--- src/mfpb_pkg.sv ---
package mfpb_pkg;

	// port widths
	localparam int DATA_W    = 8;
	localparam int A_BIDIR_W = 5;
	localparam int A_OUT_W   = 3;
	localparam int ADR_W     = 8;

	// register byte addresses
	localparam logic [7:0] OFS_A_LATCH   = 8'h00;
	localparam logic [7:0] OFS_A_PIN     = 8'h04;
	localparam logic [7:0] OFS_A_DRIVE   = 8'h08;
	localparam logic [7:0] OFS_B_LATCH   = 8'h0c;
	localparam logic [7:0] OFS_B_DIR     = 8'h10;
	localparam logic [7:0] OFS_B_LCD     = 8'h14;
	localparam logic [7:0] OFS_C_LATCH   = 8'h18;
	localparam logic [7:0] OFS_C_DIR     = 8'h1c;
	localparam logic [7:0] OFS_C_INEN    = 8'h20;
	localparam logic [7:0] OFS_A_BITOP   = 8'h24;
	localparam logic [7:0] OFS_B_BITOP   = 8'h28;
	localparam logic [7:0] OFS_C_BITOP   = 8'h2c;

	// bit-operation write word: bit index and new value
	localparam int BITOP_IDX_LSB = 0;
	localparam int BITOP_IDX_W   = 3;
	localparam int BITOP_VAL_POS = 3;

	// values after reset
	localparam logic [7:0] A_LATCH_RST = 8'hff;
	localparam logic [4:0] A_DRIVE_RST = 5'h00;
	localparam logic [7:0] B_LATCH_RST = 8'h00;
	localparam logic [7:0] B_DIR_RST   = 8'h00;
	localparam logic [7:0] B_LCD_RST   = 8'h00;
	localparam logic [7:0] C_LATCH_RST = 8'h00;
	localparam logic [7:0] C_DIR_RST   = 8'h00;
	localparam logic [7:0] C_INEN_RST  = 8'hff;

	typedef enum logic {MFPB_BUS_IDLE, MFPB_BUS_ACK} mfpb_bus_t;

endpackage : mfpb_pkg

--- src/mfpb_port_bank.sv ---
// Register access over Wishbone and the placing of the registers were left to the implementer.
`timescale 1ns/1ns
`default_nettype none

// How it works
// - group A: three outputs, five bidirectional pins
// - drive-select 0 sinks only, 1 pushes-pulls
// - reset: A latch all ones, drive-select zero
// - A latch and pin levels read separately
// - A pin/drive bits 7..5 read zero
// - B LCD-select 1 hands pin to LCD
// - B direction 1 drives latch, else input
// - reset clears B latch, direction, LCD-select
// - B read: pin, zero or latch
// - C direction 1 drives latch always
// - C read: zero, pin or latch
// - reset clears C latch, direction; enables inputs
// - B and C bit operations write input levels back
// - pins sampled at take, outputs after write
module mfpb_port_bank (
	// clock and reset
	input  wire logic                          clk_i,
	input  wire logic                          rst_i,
	// wishbone slave
	input  wire logic                          wb_cyc_i,
	input  wire logic                          wb_stb_i,
	input  wire logic                          wb_we_i,
	input  wire logic [mfpb_pkg::ADR_W-1:0]    wb_adr_i,
	input  wire logic [31:0]                   wb_dat_i,
	input  wire logic [3:0]                    wb_sel_i,
	output logic      [31:0]                   wb_dat_o,
	output logic                               wb_ack_o,
	// group A
	input  wire logic [mfpb_pkg::DATA_W-1:0]   grp_a_periph_i,
	input  wire logic [mfpb_pkg::A_BIDIR_W-1:0] grp_a_pin_i,
	output logic      [mfpb_pkg::A_BIDIR_W-1:0] grp_a_pin_o,
	output logic      [mfpb_pkg::A_BIDIR_W-1:0] grp_a_pin_oe_o,
	output logic      [mfpb_pkg::A_OUT_W-1:0]   grp_a_out_o,
	// group B
	input  wire logic [mfpb_pkg::DATA_W-1:0]   grp_b_pin_i,
	input  wire logic [mfpb_pkg::DATA_W-1:0]   lcd_seg_i,
	output logic      [mfpb_pkg::DATA_W-1:0]   grp_b_pin_o,
	output logic      [mfpb_pkg::DATA_W-1:0]   grp_b_pin_oe_o,
	// group C
	input  wire logic [mfpb_pkg::DATA_W-1:0]   grp_c_pin_i,
	output logic      [mfpb_pkg::DATA_W-1:0]   grp_c_pin_o,
	output logic      [mfpb_pkg::DATA_W-1:0]   grp_c_pin_oe_o,
	output logic      [mfpb_pkg::DATA_W-1:0]   grp_c_digital_o
);

	localparam int W = mfpb_pkg::DATA_W;

	logic [W-1:0]                    grp_a_out_latch_r;
	logic [mfpb_pkg::A_BIDIR_W-1:0]  grp_a_drive_select_r;
	logic [W-1:0]                    grp_b_out_latch_r;
	logic [W-1:0]                    grp_b_direction_r;
	logic [W-1:0]                    grp_b_lcd_select_r;
	logic [W-1:0]                    grp_c_out_latch_r;
	logic [W-1:0]                    grp_c_direction_r;
	logic [W-1:0]                    grp_c_input_enable_r;
	logic [W-1:0]                    rd_data_r;
	logic [W-1:0]                    rd_data_nxt;
	logic [W-1:0]                    a_drive_val;
	logic [W-1:0]                    b_read_v;
	logic [W-1:0]                    c_read_v;
	logic [W-1:0]                    bop_mask;
	logic [mfpb_pkg::BITOP_IDX_W-1:0] bop_idx;
	logic                            bop_val;
	logic                            take;
	logic                            wr;
	logic [mfpb_pkg::ADR_W-1:0]      reg_adr;

	// data-address read per bit: input level, forced zero or latch
	function automatic logic [W-1:0] read_mix(input logic [W-1:0] pin, input logic [W-1:0] latch,
		input logic [W-1:0] dir, input logic [W-1:0] pin_ok);
		read_mix = (dir & latch) | (~dir & pin_ok & pin);
	endfunction : read_mix

	function automatic logic [W-1:0] bit_apply(input logic [W-1:0] base,
		input logic [mfpb_pkg::BITOP_IDX_W-1:0] idx, input logic val);
		logic [W-1:0] res;
		res      = base;
		res[idx] = val;
		bit_apply = res;
	endfunction : bit_apply

	mfpb_wb_slave u_slave (
		.clk_i     (clk_i),
		.rst_i     (rst_i),
		.wb_cyc_i  (wb_cyc_i),
		.wb_stb_i  (wb_stb_i),
		.wb_we_i   (wb_we_i),
		.wb_adr_i  (wb_adr_i),
		.wb_sel_i  (wb_sel_i),
		.wb_ack_o  (wb_ack_o),
		.take_o    (take),
		.wr_o      (wr),
		.reg_adr_o (reg_adr)
	);

	assign bop_idx  = wb_dat_i[mfpb_pkg::BITOP_IDX_LSB +: mfpb_pkg::BITOP_IDX_W];
	assign bop_val  = wb_dat_i[mfpb_pkg::BITOP_VAL_POS];
	assign bop_mask = bit_apply('0, bop_idx, 1'b1);

	// with direction 0, lcd-owned pins and disabled C inputs read zero
	assign b_read_v = read_mix(grp_b_pin_i, grp_b_out_latch_r, grp_b_direction_r, ~grp_b_lcd_select_r);
	assign c_read_v = read_mix(grp_c_pin_i, grp_c_out_latch_r, grp_c_direction_r, grp_c_input_enable_r);

	// group A registers
	always_ff @(posedge clk_i) begin
		if (rst_i) begin
			grp_a_out_latch_r    <= mfpb_pkg::A_LATCH_RST;
			grp_a_drive_select_r <= mfpb_pkg::A_DRIVE_RST;
		end else if (wr) begin
			unique case (reg_adr)
				mfpb_pkg::OFS_A_LATCH: grp_a_out_latch_r <= wb_dat_i[W-1:0];
				mfpb_pkg::OFS_A_DRIVE: grp_a_drive_select_r <= wb_dat_i[mfpb_pkg::A_BIDIR_W-1:0];
				// A data address reads the latch, so nothing foreign leaks in
				mfpb_pkg::OFS_A_BITOP: grp_a_out_latch_r <= bit_apply(grp_a_out_latch_r, bop_idx, bop_val);
				default: ;
			endcase
		end
	end

	// group B registers
	always_ff @(posedge clk_i) begin
		if (rst_i) begin
			grp_b_out_latch_r  <= mfpb_pkg::B_LATCH_RST;
			grp_b_direction_r  <= mfpb_pkg::B_DIR_RST;
			grp_b_lcd_select_r <= mfpb_pkg::B_LCD_RST;
		end else if (wr) begin
			unique case (reg_adr)
				mfpb_pkg::OFS_B_LATCH: grp_b_out_latch_r <= wb_dat_i[W-1:0];
				mfpb_pkg::OFS_B_DIR:   grp_b_direction_r <= wb_dat_i[W-1:0];
				mfpb_pkg::OFS_B_LCD:   grp_b_lcd_select_r <= wb_dat_i[W-1:0];
				// read-modify-write: input levels land in the latch
				mfpb_pkg::OFS_B_BITOP: grp_b_out_latch_r <= bit_apply(b_read_v, bop_idx, bop_val);
				default: ;
			endcase
		end
	end

	// group C registers
	always_ff @(posedge clk_i) begin
		if (rst_i) begin
			grp_c_out_latch_r    <= mfpb_pkg::C_LATCH_RST;
			grp_c_direction_r    <= mfpb_pkg::C_DIR_RST;
			grp_c_input_enable_r <= mfpb_pkg::C_INEN_RST;
		end else if (wr) begin
			unique case (reg_adr)
				mfpb_pkg::OFS_C_LATCH: grp_c_out_latch_r <= wb_dat_i[W-1:0];
				mfpb_pkg::OFS_C_DIR:   grp_c_direction_r <= wb_dat_i[W-1:0];
				mfpb_pkg::OFS_C_INEN:  grp_c_input_enable_r <= wb_dat_i[W-1:0];
				// disabled inputs with direction 0 read zero, so bit operations clear those latches
				mfpb_pkg::OFS_C_BITOP: grp_c_out_latch_r <= bit_apply(c_read_v, bop_idx, bop_val);
				default: ;
			endcase
		end
	end

	// read mux, pins sampled on the edge that takes the request
	always_comb begin
		unique case (reg_adr)
			mfpb_pkg::OFS_A_LATCH: rd_data_nxt = grp_a_out_latch_r;
			mfpb_pkg::OFS_A_PIN:   rd_data_nxt = {{mfpb_pkg::A_OUT_W{1'b0}}, grp_a_pin_i};
			mfpb_pkg::OFS_A_DRIVE: rd_data_nxt = {{mfpb_pkg::A_OUT_W{1'b0}}, grp_a_drive_select_r};
			mfpb_pkg::OFS_B_LATCH: rd_data_nxt = b_read_v;
			mfpb_pkg::OFS_B_DIR:   rd_data_nxt = grp_b_direction_r;
			mfpb_pkg::OFS_B_LCD:   rd_data_nxt = grp_b_lcd_select_r;
			mfpb_pkg::OFS_C_LATCH: rd_data_nxt = c_read_v;
			mfpb_pkg::OFS_C_DIR:   rd_data_nxt = grp_c_direction_r;
			mfpb_pkg::OFS_C_INEN:  rd_data_nxt = grp_c_input_enable_r;
			default:               rd_data_nxt = '0;
		endcase
	end

	always_ff @(posedge clk_i) begin
		if (rst_i) begin
			rd_data_r <= '0;
		end else if (take) begin
			rd_data_r <= rd_data_nxt;
		end
	end

	assign wb_dat_o = {24'h000000, rd_data_r};

	// group A pad drive: peripheral gated by latch
	assign a_drive_val = grp_a_out_latch_r & grp_a_periph_i;

	mfpb_drive_cell #(
		.W (mfpb_pkg::A_BIDIR_W)
	) u_a_cell (
		.clk_i       (clk_i),
		.rst_i       (rst_i),
		.val_i       (a_drive_val[mfpb_pkg::A_BIDIR_W-1:0]),
		.push_pull_i (grp_a_drive_select_r),
		.pin_o       (grp_a_pin_o),
		.pin_oe_o    (grp_a_pin_oe_o)
	);

	// pins follow registers one edge later, matching the late output update
	always_ff @(posedge clk_i) begin
		if (rst_i) begin
			grp_a_out_o    <= mfpb_pkg::A_LATCH_RST[W-1:mfpb_pkg::A_BIDIR_W];
			grp_b_pin_o    <= '0;
			grp_b_pin_oe_o <= '0;
			grp_c_pin_o    <= '0;
			grp_c_pin_oe_o <= '0;
		end else begin
			grp_a_out_o    <= a_drive_val[W-1:mfpb_pkg::A_BIDIR_W];
			grp_b_pin_o    <= (grp_b_lcd_select_r & lcd_seg_i) | (~grp_b_lcd_select_r & grp_b_out_latch_r);
			grp_b_pin_oe_o <= grp_b_lcd_select_r | grp_b_direction_r;
			grp_c_pin_o    <= grp_c_out_latch_r;
			grp_c_pin_oe_o <= grp_c_direction_r;
		end
	end

	// disabled input buffer blocks toggling for analog or key-wake pins
	always_ff @(posedge clk_i) begin
		if (rst_i) begin
			grp_c_digital_o <= '0;
		end else begin
			grp_c_digital_o <= grp_c_pin_i & grp_c_input_enable_r & ~grp_c_direction_r;
		end
	end
endmodule : mfpb_port_bank

`default_nettype wire

--- src/mfpb_wb_slave.sv ---
`timescale 1ns/1ns
`default_nettype none

module mfpb_wb_slave (
	// clock and reset
	input  wire logic                      clk_i,
	input  wire logic                      rst_i,
	// wishbone request
	input  wire logic                      wb_cyc_i,
	input  wire logic                      wb_stb_i,
	input  wire logic                      wb_we_i,
	input  wire logic [mfpb_pkg::ADR_W-1:0] wb_adr_i,
	input  wire logic [3:0]                wb_sel_i,
	output logic                           wb_ack_o,
	// decoded access
	output logic                           take_o,
	output logic                           wr_o,
	output logic [mfpb_pkg::ADR_W-1:0]     reg_adr_o
);

	mfpb_pkg::mfpb_bus_t state_r;

	// the ack state blocks a second take while the master still holds the request
	assign take_o    = wb_cyc_i && wb_stb_i && (state_r == mfpb_pkg::MFPB_BUS_IDLE);
	assign wr_o      = take_o && wb_we_i && wb_sel_i[0];
	assign reg_adr_o = {wb_adr_i[mfpb_pkg::ADR_W-1:2], 2'b00};
	assign wb_ack_o  = (state_r == mfpb_pkg::MFPB_BUS_ACK);

	always_ff @(posedge clk_i) begin
		if (rst_i) begin
			state_r <= mfpb_pkg::MFPB_BUS_IDLE;
		end else begin
			unique case (state_r)
				mfpb_pkg::MFPB_BUS_IDLE: begin
					if (take_o) begin
						state_r <= mfpb_pkg::MFPB_BUS_ACK;
					end
				end
				mfpb_pkg::MFPB_BUS_ACK: begin
					state_r <= mfpb_pkg::MFPB_BUS_IDLE;
				end
			endcase
		end
	end

endmodule : mfpb_wb_slave

`default_nettype wire

--- src/mfpb_drive_cell.sv ---
`timescale 1ns/1ns
`default_nettype none

module mfpb_drive_cell #(
	parameter int W = 5
) (
	input  wire logic         clk_i,
	input  wire logic         rst_i,
	// wanted level and drive kind per pin
	input  wire logic [W-1:0] val_i,
	input  wire logic [W-1:0] push_pull_i,
	// pad side
	output logic      [W-1:0] pin_o,
	output logic      [W-1:0] pin_oe_o
);

	if (W < 1) begin : g_bad_w
		$error("mfpb_drive_cell: W must be at least 1");
	end

	// sink-only drive never pushes a high; a 1 simply lets go of the pin
	always_ff @(posedge clk_i) begin
		if (rst_i) begin
			pin_o    <= '0;
			pin_oe_o <= '0;
		end else begin
			pin_o    <= val_i & push_pull_i;
			pin_oe_o <= push_pull_i | ~val_i;
		end
	end

endmodule : mfpb_drive_cell

`default_nettype wire

--- config.mk ---
export PLATFORM = sky130hd
export DESIGN_NAME = mfpb_port_bank
export DESIGN_NICKNAME = d
export VERILOG_FILES = /design/src/mfpb_pkg.sv /design/src/mfpb_port_bank.sv /design/src/mfpb_wb_slave.sv /design/src/mfpb_drive_cell.sv
export SDC_FILE = /design/constraint.sdc
export NUM_CORES = 1
export LEC_CHECK = 0
export BUFFER_PORTS_ARGS = -buffer_cell sky130_fd_sc_hd__buf_2
export CAP_MARGIN = 10
export CORE_ASPECT_RATIO = 0.7
export CORE_MARGIN = 2
export CORE_UTILIZATION = 35
export DETAILED_ROUTE_END_ITERATION = 7
export PLACE_DENSITY = 0.68
export SYNTH_ARGS = -nofsm -noshare
export SYNTH_HDL_FRONTEND = slang
export SYNTH_SLANG_ARGS = --single-unit
--- constraint.sdc ---
create_clock -name clk_i -period 3.1 [get_ports clk_i]
set_clock_uncertainty 0.1 [all_clocks]
set_input_delay 0.775 -clock clk_i [delete_from_list [all_inputs] [get_ports clk_i]]
set_output_delay 0.775 -clock clk_i [all_outputs]
set_load 0.02 [all_outputs]
== After elaboration in Yosys (flattened, before gate mapping) ==
Cells that the tools add are included.

* Mux-type cells: 11
* Equal/unequal tests: 11
* Bitwise operators: 22
* $lt $le $gt $ge: 2
* Reduce and logical (&&, ||, !) cells: 17

{| class="wikitable"
|+ Operator list
! kind !! count
|-
| AND 8 bit || 11
|-
| one-hot mux 8 bit (9 select lines) || 1
|-
| one-hot mux 8 bit (2 select lines) || 3
|-
| bitwise OR 8 bit || 4
|-
| bitwise mux 8 bit || 3
|-
| == test 6 x 3 -> 1 bit (second input constant) || 4
|-
| == test 6 x 4 -> 1 bit (second input constant) || 4
|-
| NOT 8 bit || 3
|-
| AND reduction 2 bit || 8
|-
| == test 6 x 2 -> 1 bit (second input constant) || 2
|-
| logical NOT 8 bit || 1
|-
| == test 6 x 1 -> 1 bit (second input constant) || 1
|-
| nonzero test 2 bit || 3
|-
| AND 5 bit || 1
|-
| logical AND 1 bit || 5
|-
| NOT 5 bit || 1
|-
| bitwise OR 5 bit || 1
|-
| less-than comparator 3 x 4 -> 1 bit (second input constant) || 1
|-
| demux 1 bit (select 3 bit) || 1
|-
| greater-or-equal comparator 3 x 1 -> 1 bit (second input constant) || 1
|-
| 2-to-1 mux 1 bit || 2
|-
| one-hot mux 1 bit (2 select lines) || 1
|-
| NOT 1 bit || 1
|}

* Output and inout port bits: 86
* Register bits: 123
* Input port bits: 86

== Longest topological paths before layout ==
* Word-level depth: 6
* Depth in mapped cells: 7
* Mapped depth without buffers: 4

== Modules after synthesis ==
A second synthesis with hierarchy kept.

* Cell total of the unflattened synthesis: 667
* Area, all modules: 5,667.9 µm²

{| class="wikitable"
|+ By module, submodules not included
! module !! area each (µm²) !! times used !! cells each
|-
| mfpb_port_bank || 5,237.5 || 1 || 623
|-
| mfpb_drive_cell || 324.1 || 1 || 31
|-
| mfpb_wb_slave || 106.4 || 1 || 13
|}

== Least setup slack after synthesis ==
Ideal clock, no wire load.

* Kind: in2reg
* From: input wb_adr_i[4] in the netlist's numbering
* To: register grp_a_out_latch_r[0]
* Data required time: 2.878 ns
* Stages on the path: 7
* Path buffers: 3
* Library setup time: 0.122 ns
* Slack: 0.622 ns
* Arrival time: 2.256 ns
* Path through: buf_4 or4b_1 buf_2 buf_2 o21ai_0 o31ai_1 a221o_1

* Cells in the longest elaborated chain, start to end: 3
* Elaborated cells on any way between the ends: 5

{| class="wikitable"
|+ Ends and longest elaborated chain
! what !! line !! RTL
|-
| start, declared || mfpb_port_bank.sv:28 || <nowiki>input wire logic [mfpb_pkg::ADR_W-1:0] wb_adr_i,</nowiki>
|-
| == test 6 x 4 -> 1 bit or logical NOT 8 bit (tied branches) || mfpb_port_bank.sv:115 || <nowiki>unique case (reg_adr)</nowiki>
|-
| nonzero test 2 bit (no source line) || n/a ||
|-
| AND reduction 2 bit (no source line) || n/a ||
|-
| end signal, assigned || mfpb_port_bank.sv:112 || <nowiki>grp_a_out_latch_r <= mfpb_pkg::A_LATCH_RST;</nowiki>
|-
| end signal, assigned || mfpb_port_bank.sv:116 || <nowiki>mfpb_pkg::OFS_A_LATCH: grp_a_out_latch_r <= wb_dat_i[W-1:0];</nowiki>
|-
| end signal, assigned || mfpb_port_bank.sv:119 || <nowiki>mfpb_pkg::OFS_A_BITOP: grp_a_out_latch_r <= bit_apply(grp_a_out_latch_r, bop_idx, bop_val);</nowiki>
|-
| end, declared || mfpb_port_bank.sv:53 || <nowiki>logic [W-1:0] grp_a_out_latch_r;</nowiki>
|}

Parallel ways exist; a longest one is shown, timed or not.
A chain may end at the register's enable or synchronous reset.

== Worst setup path after layout ==
* From: input wb_adr_i[7] in the netlist's numbering
* To: register grp_a_out_latch_r[5]

Same word-level chain as after synthesis.

==> results by group <==
Floorplan
  • Die Wd: around 160 µm
  • Die span in y: around 110 µm
  • I/O pin count: ~170
  • Full die area: 17700 µm²
  • Core region area: between 15000 and 20000 µm²
  • Rows: 39
  • Initial Utilization: 0.357

Critical path
  • Critical path origin: wb_adr_i[7]
  • Largest stage delay, worst path: 540 ps
  • FF-to-FF End: grp_c_input_enable_r[6]$_SDFFE_PP1P_
  • Required time worst endpoint: ~3300 ps
  • Max stage delay cell, worst path: or4b_1
  • WP buf/inv: 3
  • Reg-to-reg setup timing slack: ~1100 ps
  • CP dominant cell by count: buf_4
  • Worst Reg-to-Reg Cells: 5
  • Crit-path cells: buf_2 -> or4b_1 -> buf_4 -> o22ai_2 -> buf_4 -> nand3_1 -> a221o_1
  • WS Path Type: in -> reg
  • CP delay by family, top: simple AND/OR/NAND/NOR gates
  • CP Max Fanout: 18
  • CP Launch Type: input pin
  • Reg2reg start: u_slave.wb_ack_o$_SDFF_PP0_
  • Critical Path Sink Type: flip-flop
  • Crit path DAT: 2570 ps

Logic synthesis
  • Synth unique cells: 56
  • Synth area leader: dfxtp_1
  • Seq cells post-synth: between 100 and 150
  • Synth Flop Type: dfxtp_1
  • Most frequent cells after synthesis: 123 x dfxtp_1, 80 x nor2_1, 49 x nand2_1
  • Syn Std Cell Area: 5810 µm²
  • Yosys warns: 0
  • Avg Cell Area, Syn: around 9.0 µm²
  • Seq/Total Area, Yosys: 0.424
  • Async SR Flop Fraction: 0
  • Area contributors post-synth: dfxtp_1 42%, mux2i_1 6.7%, nor2_1 5.2%, buf_4 3.2%, nand2_1 3.2%
  • Count leader, synth: dfxtp_1
  • Post-synth EDFFs: 0
  • Synth top area share: 0.424
  • Mapped Cells: around 650

Hold path
  • Hold crit path type: reg -> reg
  • Hold Path End: grp_c_digital_o[7]$_SDFF_PP0_
  • Hold path cells: 2
  • Hold_sp: grp_c_input_enable_r[7]$_SDFFE_PP1P_

Final layout
  • Filler cell count: between 1500 and 2000
  • Nets: between 800 and 900
  • Layout cells sized above 1: 0.279
  • Syn-to-layout area delta: 25.4%
  • Ant diodes: 0
  • Reg area: between 2000 and 2500 µm²
  • Multi-input gate area: 3060 µm²

Timing
  • Hold Fails Final Rpt: 0
  • Fin. max-slew vios: 0
  • Final setup vio count: 0
  • FMAX: about 420 MHz
  • Tightest Pin Transition: 596 ps
  • Final period demand of the worst path: about 2400 ps
  • Crit share post-route: 0.761
  • Max-slew headroom: 0.601
  • RSZ-0062 raised after global routing: no
  • Sum Neg Setup Slack: 0 ps

Power and ir drop
  • PwrDens: around 510 nW/µm²
  • Clock group share of total power: 0.490
  • Register share of total power: 0.427
  • Switching Share: 0.245
  • Peak supply drop: 0.000325 V
  • P_sw: 917 µW
  • Power Total: about 3700 µW
  • P_int: roughly 2800 µW
  • Combinational fraction of design power: 0.083
  • Lkg Pwr: between 0.002 and 0.003 µW

Global route
  • Initial antenna violation count: 0
  • Pin count of the biggest net entering global routing: 35
  • Vias in the first global route: between 5000 and 6000
  • Gr ovfl total: 0
  • Total track usage: 0.222
  • First-pass GRT wire length: between 20000 and 30000 µm

Clocking
  • Max clock buf depth: 2
  • Reg clk slew, reported paths: around 60 ps
  • Clk sink count: 123
  • H-tree depth: 4
  • Hold buffers post-CTS: 0
  • Worst-skew pair later-pin latency: roughly 420 ps
  • Number of gates resized after cts: 0
  • Root Buffer: clkbuf_16
  • Inserted Clock Buffers: 17
  • CTS tree: built
  • Post-CTS Setup Bufs: 0

Placed design
  • GP Congestion: between 0.9 and 1
  • DP Wirelength: approximately 14000 µm
  • PortBufs: around 120

Route
  • Starting DRT DRC Count: 582
  • Drt first pass iters: 6
  • Final antenna-violating net count: 0
  • Routed length per instance: between 15 and 20 µm
  • Routed vias: 5633
  • Vias/cell: around 5.6
  • WL final: a little under 20000 µm
  • DRC: 0

Run status
  • Status: completed

Job
  • Number of max-cap violations: 0
==> how the worst max path moves through the flow <==
stage,endpoint,slack [ps],depth (start not counted)
floorplan,grp_a_out_latch_r[0]$_SDFFE_PP1P_,620,7
global placement,grp_a_out_latch_r[0]$_SDFFE_PP1P_,370,7
detailed placement,grp_a_out_latch_r[7]$_SDFFE_PP1P_,370,7
CTS,grp_a_out_latch_r[7]$_SDFFE_PP1P_,800,7
global route,grp_a_out_latch_r[5]$_SDFFE_PP1P_,670,7
finish,grp_a_out_latch_r[5]$_SDFFE_PP1P_,740,7
==> cells by family after synthesis <==
family                 count (synthesis)  synth area share
buffers and inverters                 73            0.0663
AOI/OAI and AO/OA                    135             0.181
DFF                                  123             0.424
muxes                                 39            0.0672
and+or+nand+nor                      274             0.262
other                                  1          0.000645
==> tightest hold or removal path: stages, from the launching register on <==
cell and delay (ps):
dfxtp_1 340, nand2_1 70, nor3_1 40
==> state kept, by name, indices dropped and copies added, names as in the netlist, 8 cells and up <==
name / count
grp_c_input_enable_r: 8
grp_c_digital_o: 8
rd_data_r: 8
grp_c_pin_o: 8
grp_c_direction_r: 8
grp_b_direction_r: 8
grp_b_lcd_select_r: 8
grp_a_out_latch_r: 8
grp_b_pin_oe_o: 8
grp_c_out_latch_r: 8
grp_b_out_latch_r: 8
grp_b_pin_o: 8
grp_c_pin_oe_o: 8
==> through the flow <==
stage	hold slack [ps]	cells	util	setup slack (ps)	area, µm²
final	384	1014	0.447	741	7290
after global routing	405	1014	0.447	674	7290
after CTS	387	1014	0.447	802	7290
after detailed placement	368	985	0.414	370	6740
after global placement	375	985	0.414	374	6740
after floorplan	339	668	-	622	5900
==> area by class of cell <==
| type | count | share of cell area |
|---|---|---|
| clock inverters | 5 | 0.00498 |
| inverters | 5 | 0.00258 |
| flip-flops and latches | 123 | 0.338 |
| well taps | 225 | 0.0386 |
| multi-input cells | 472 | 0.419 |
| clock buffers | 24 | 0.0702 |
| repair buffers | 160 | 0.126 |
==> placed cells by master (no fill, tap or decap), types with 17 or more instances in the layout <==
| cell | Yosys | final |
|---|---|---|
| buf_4 | 25 | 42 |
| nor2_1 | 80 | 80 |
| and3_1 | 21 | 21 |
| nor2b_1 | 19 | 19 |
| dfxtp_1 | 123 | 123 |
| clkbuf_16 | 0 | 17 |
| conb_1 | 1 | 24 |
| a311oi_1 | 19 | 19 |
| mux2i_1 | 39 | 39 |
| nand3_1 | 24 | 24 |
| nand2_1 | 49 | 49 |
| a21oi_1 | 23 | 23 |
| buf_2 | 8 | 117 |
==> routing by layer <==
metal  share of wire  global-route usage  vias to the layer above
met2            0.42               0.320                      318
met4           0.018              0.0655                        0
met1            0.45               0.321                     2693
li1                -                   -                     2585
met3            0.11              0.0619                       37
met5               0                   0                        -
==> power by group through the flow <==
stage	Clock (µW)	Combinational (µW)	Sequential, µW
global route	1930	330	1600
floorplan	0	182	1650
finish	1830	310	1600
CTS	1870	303	1600
global placement	0	300	1630
detailed placement	0	302	1630
Note: power is estimated with default switching activity, not from simulation.
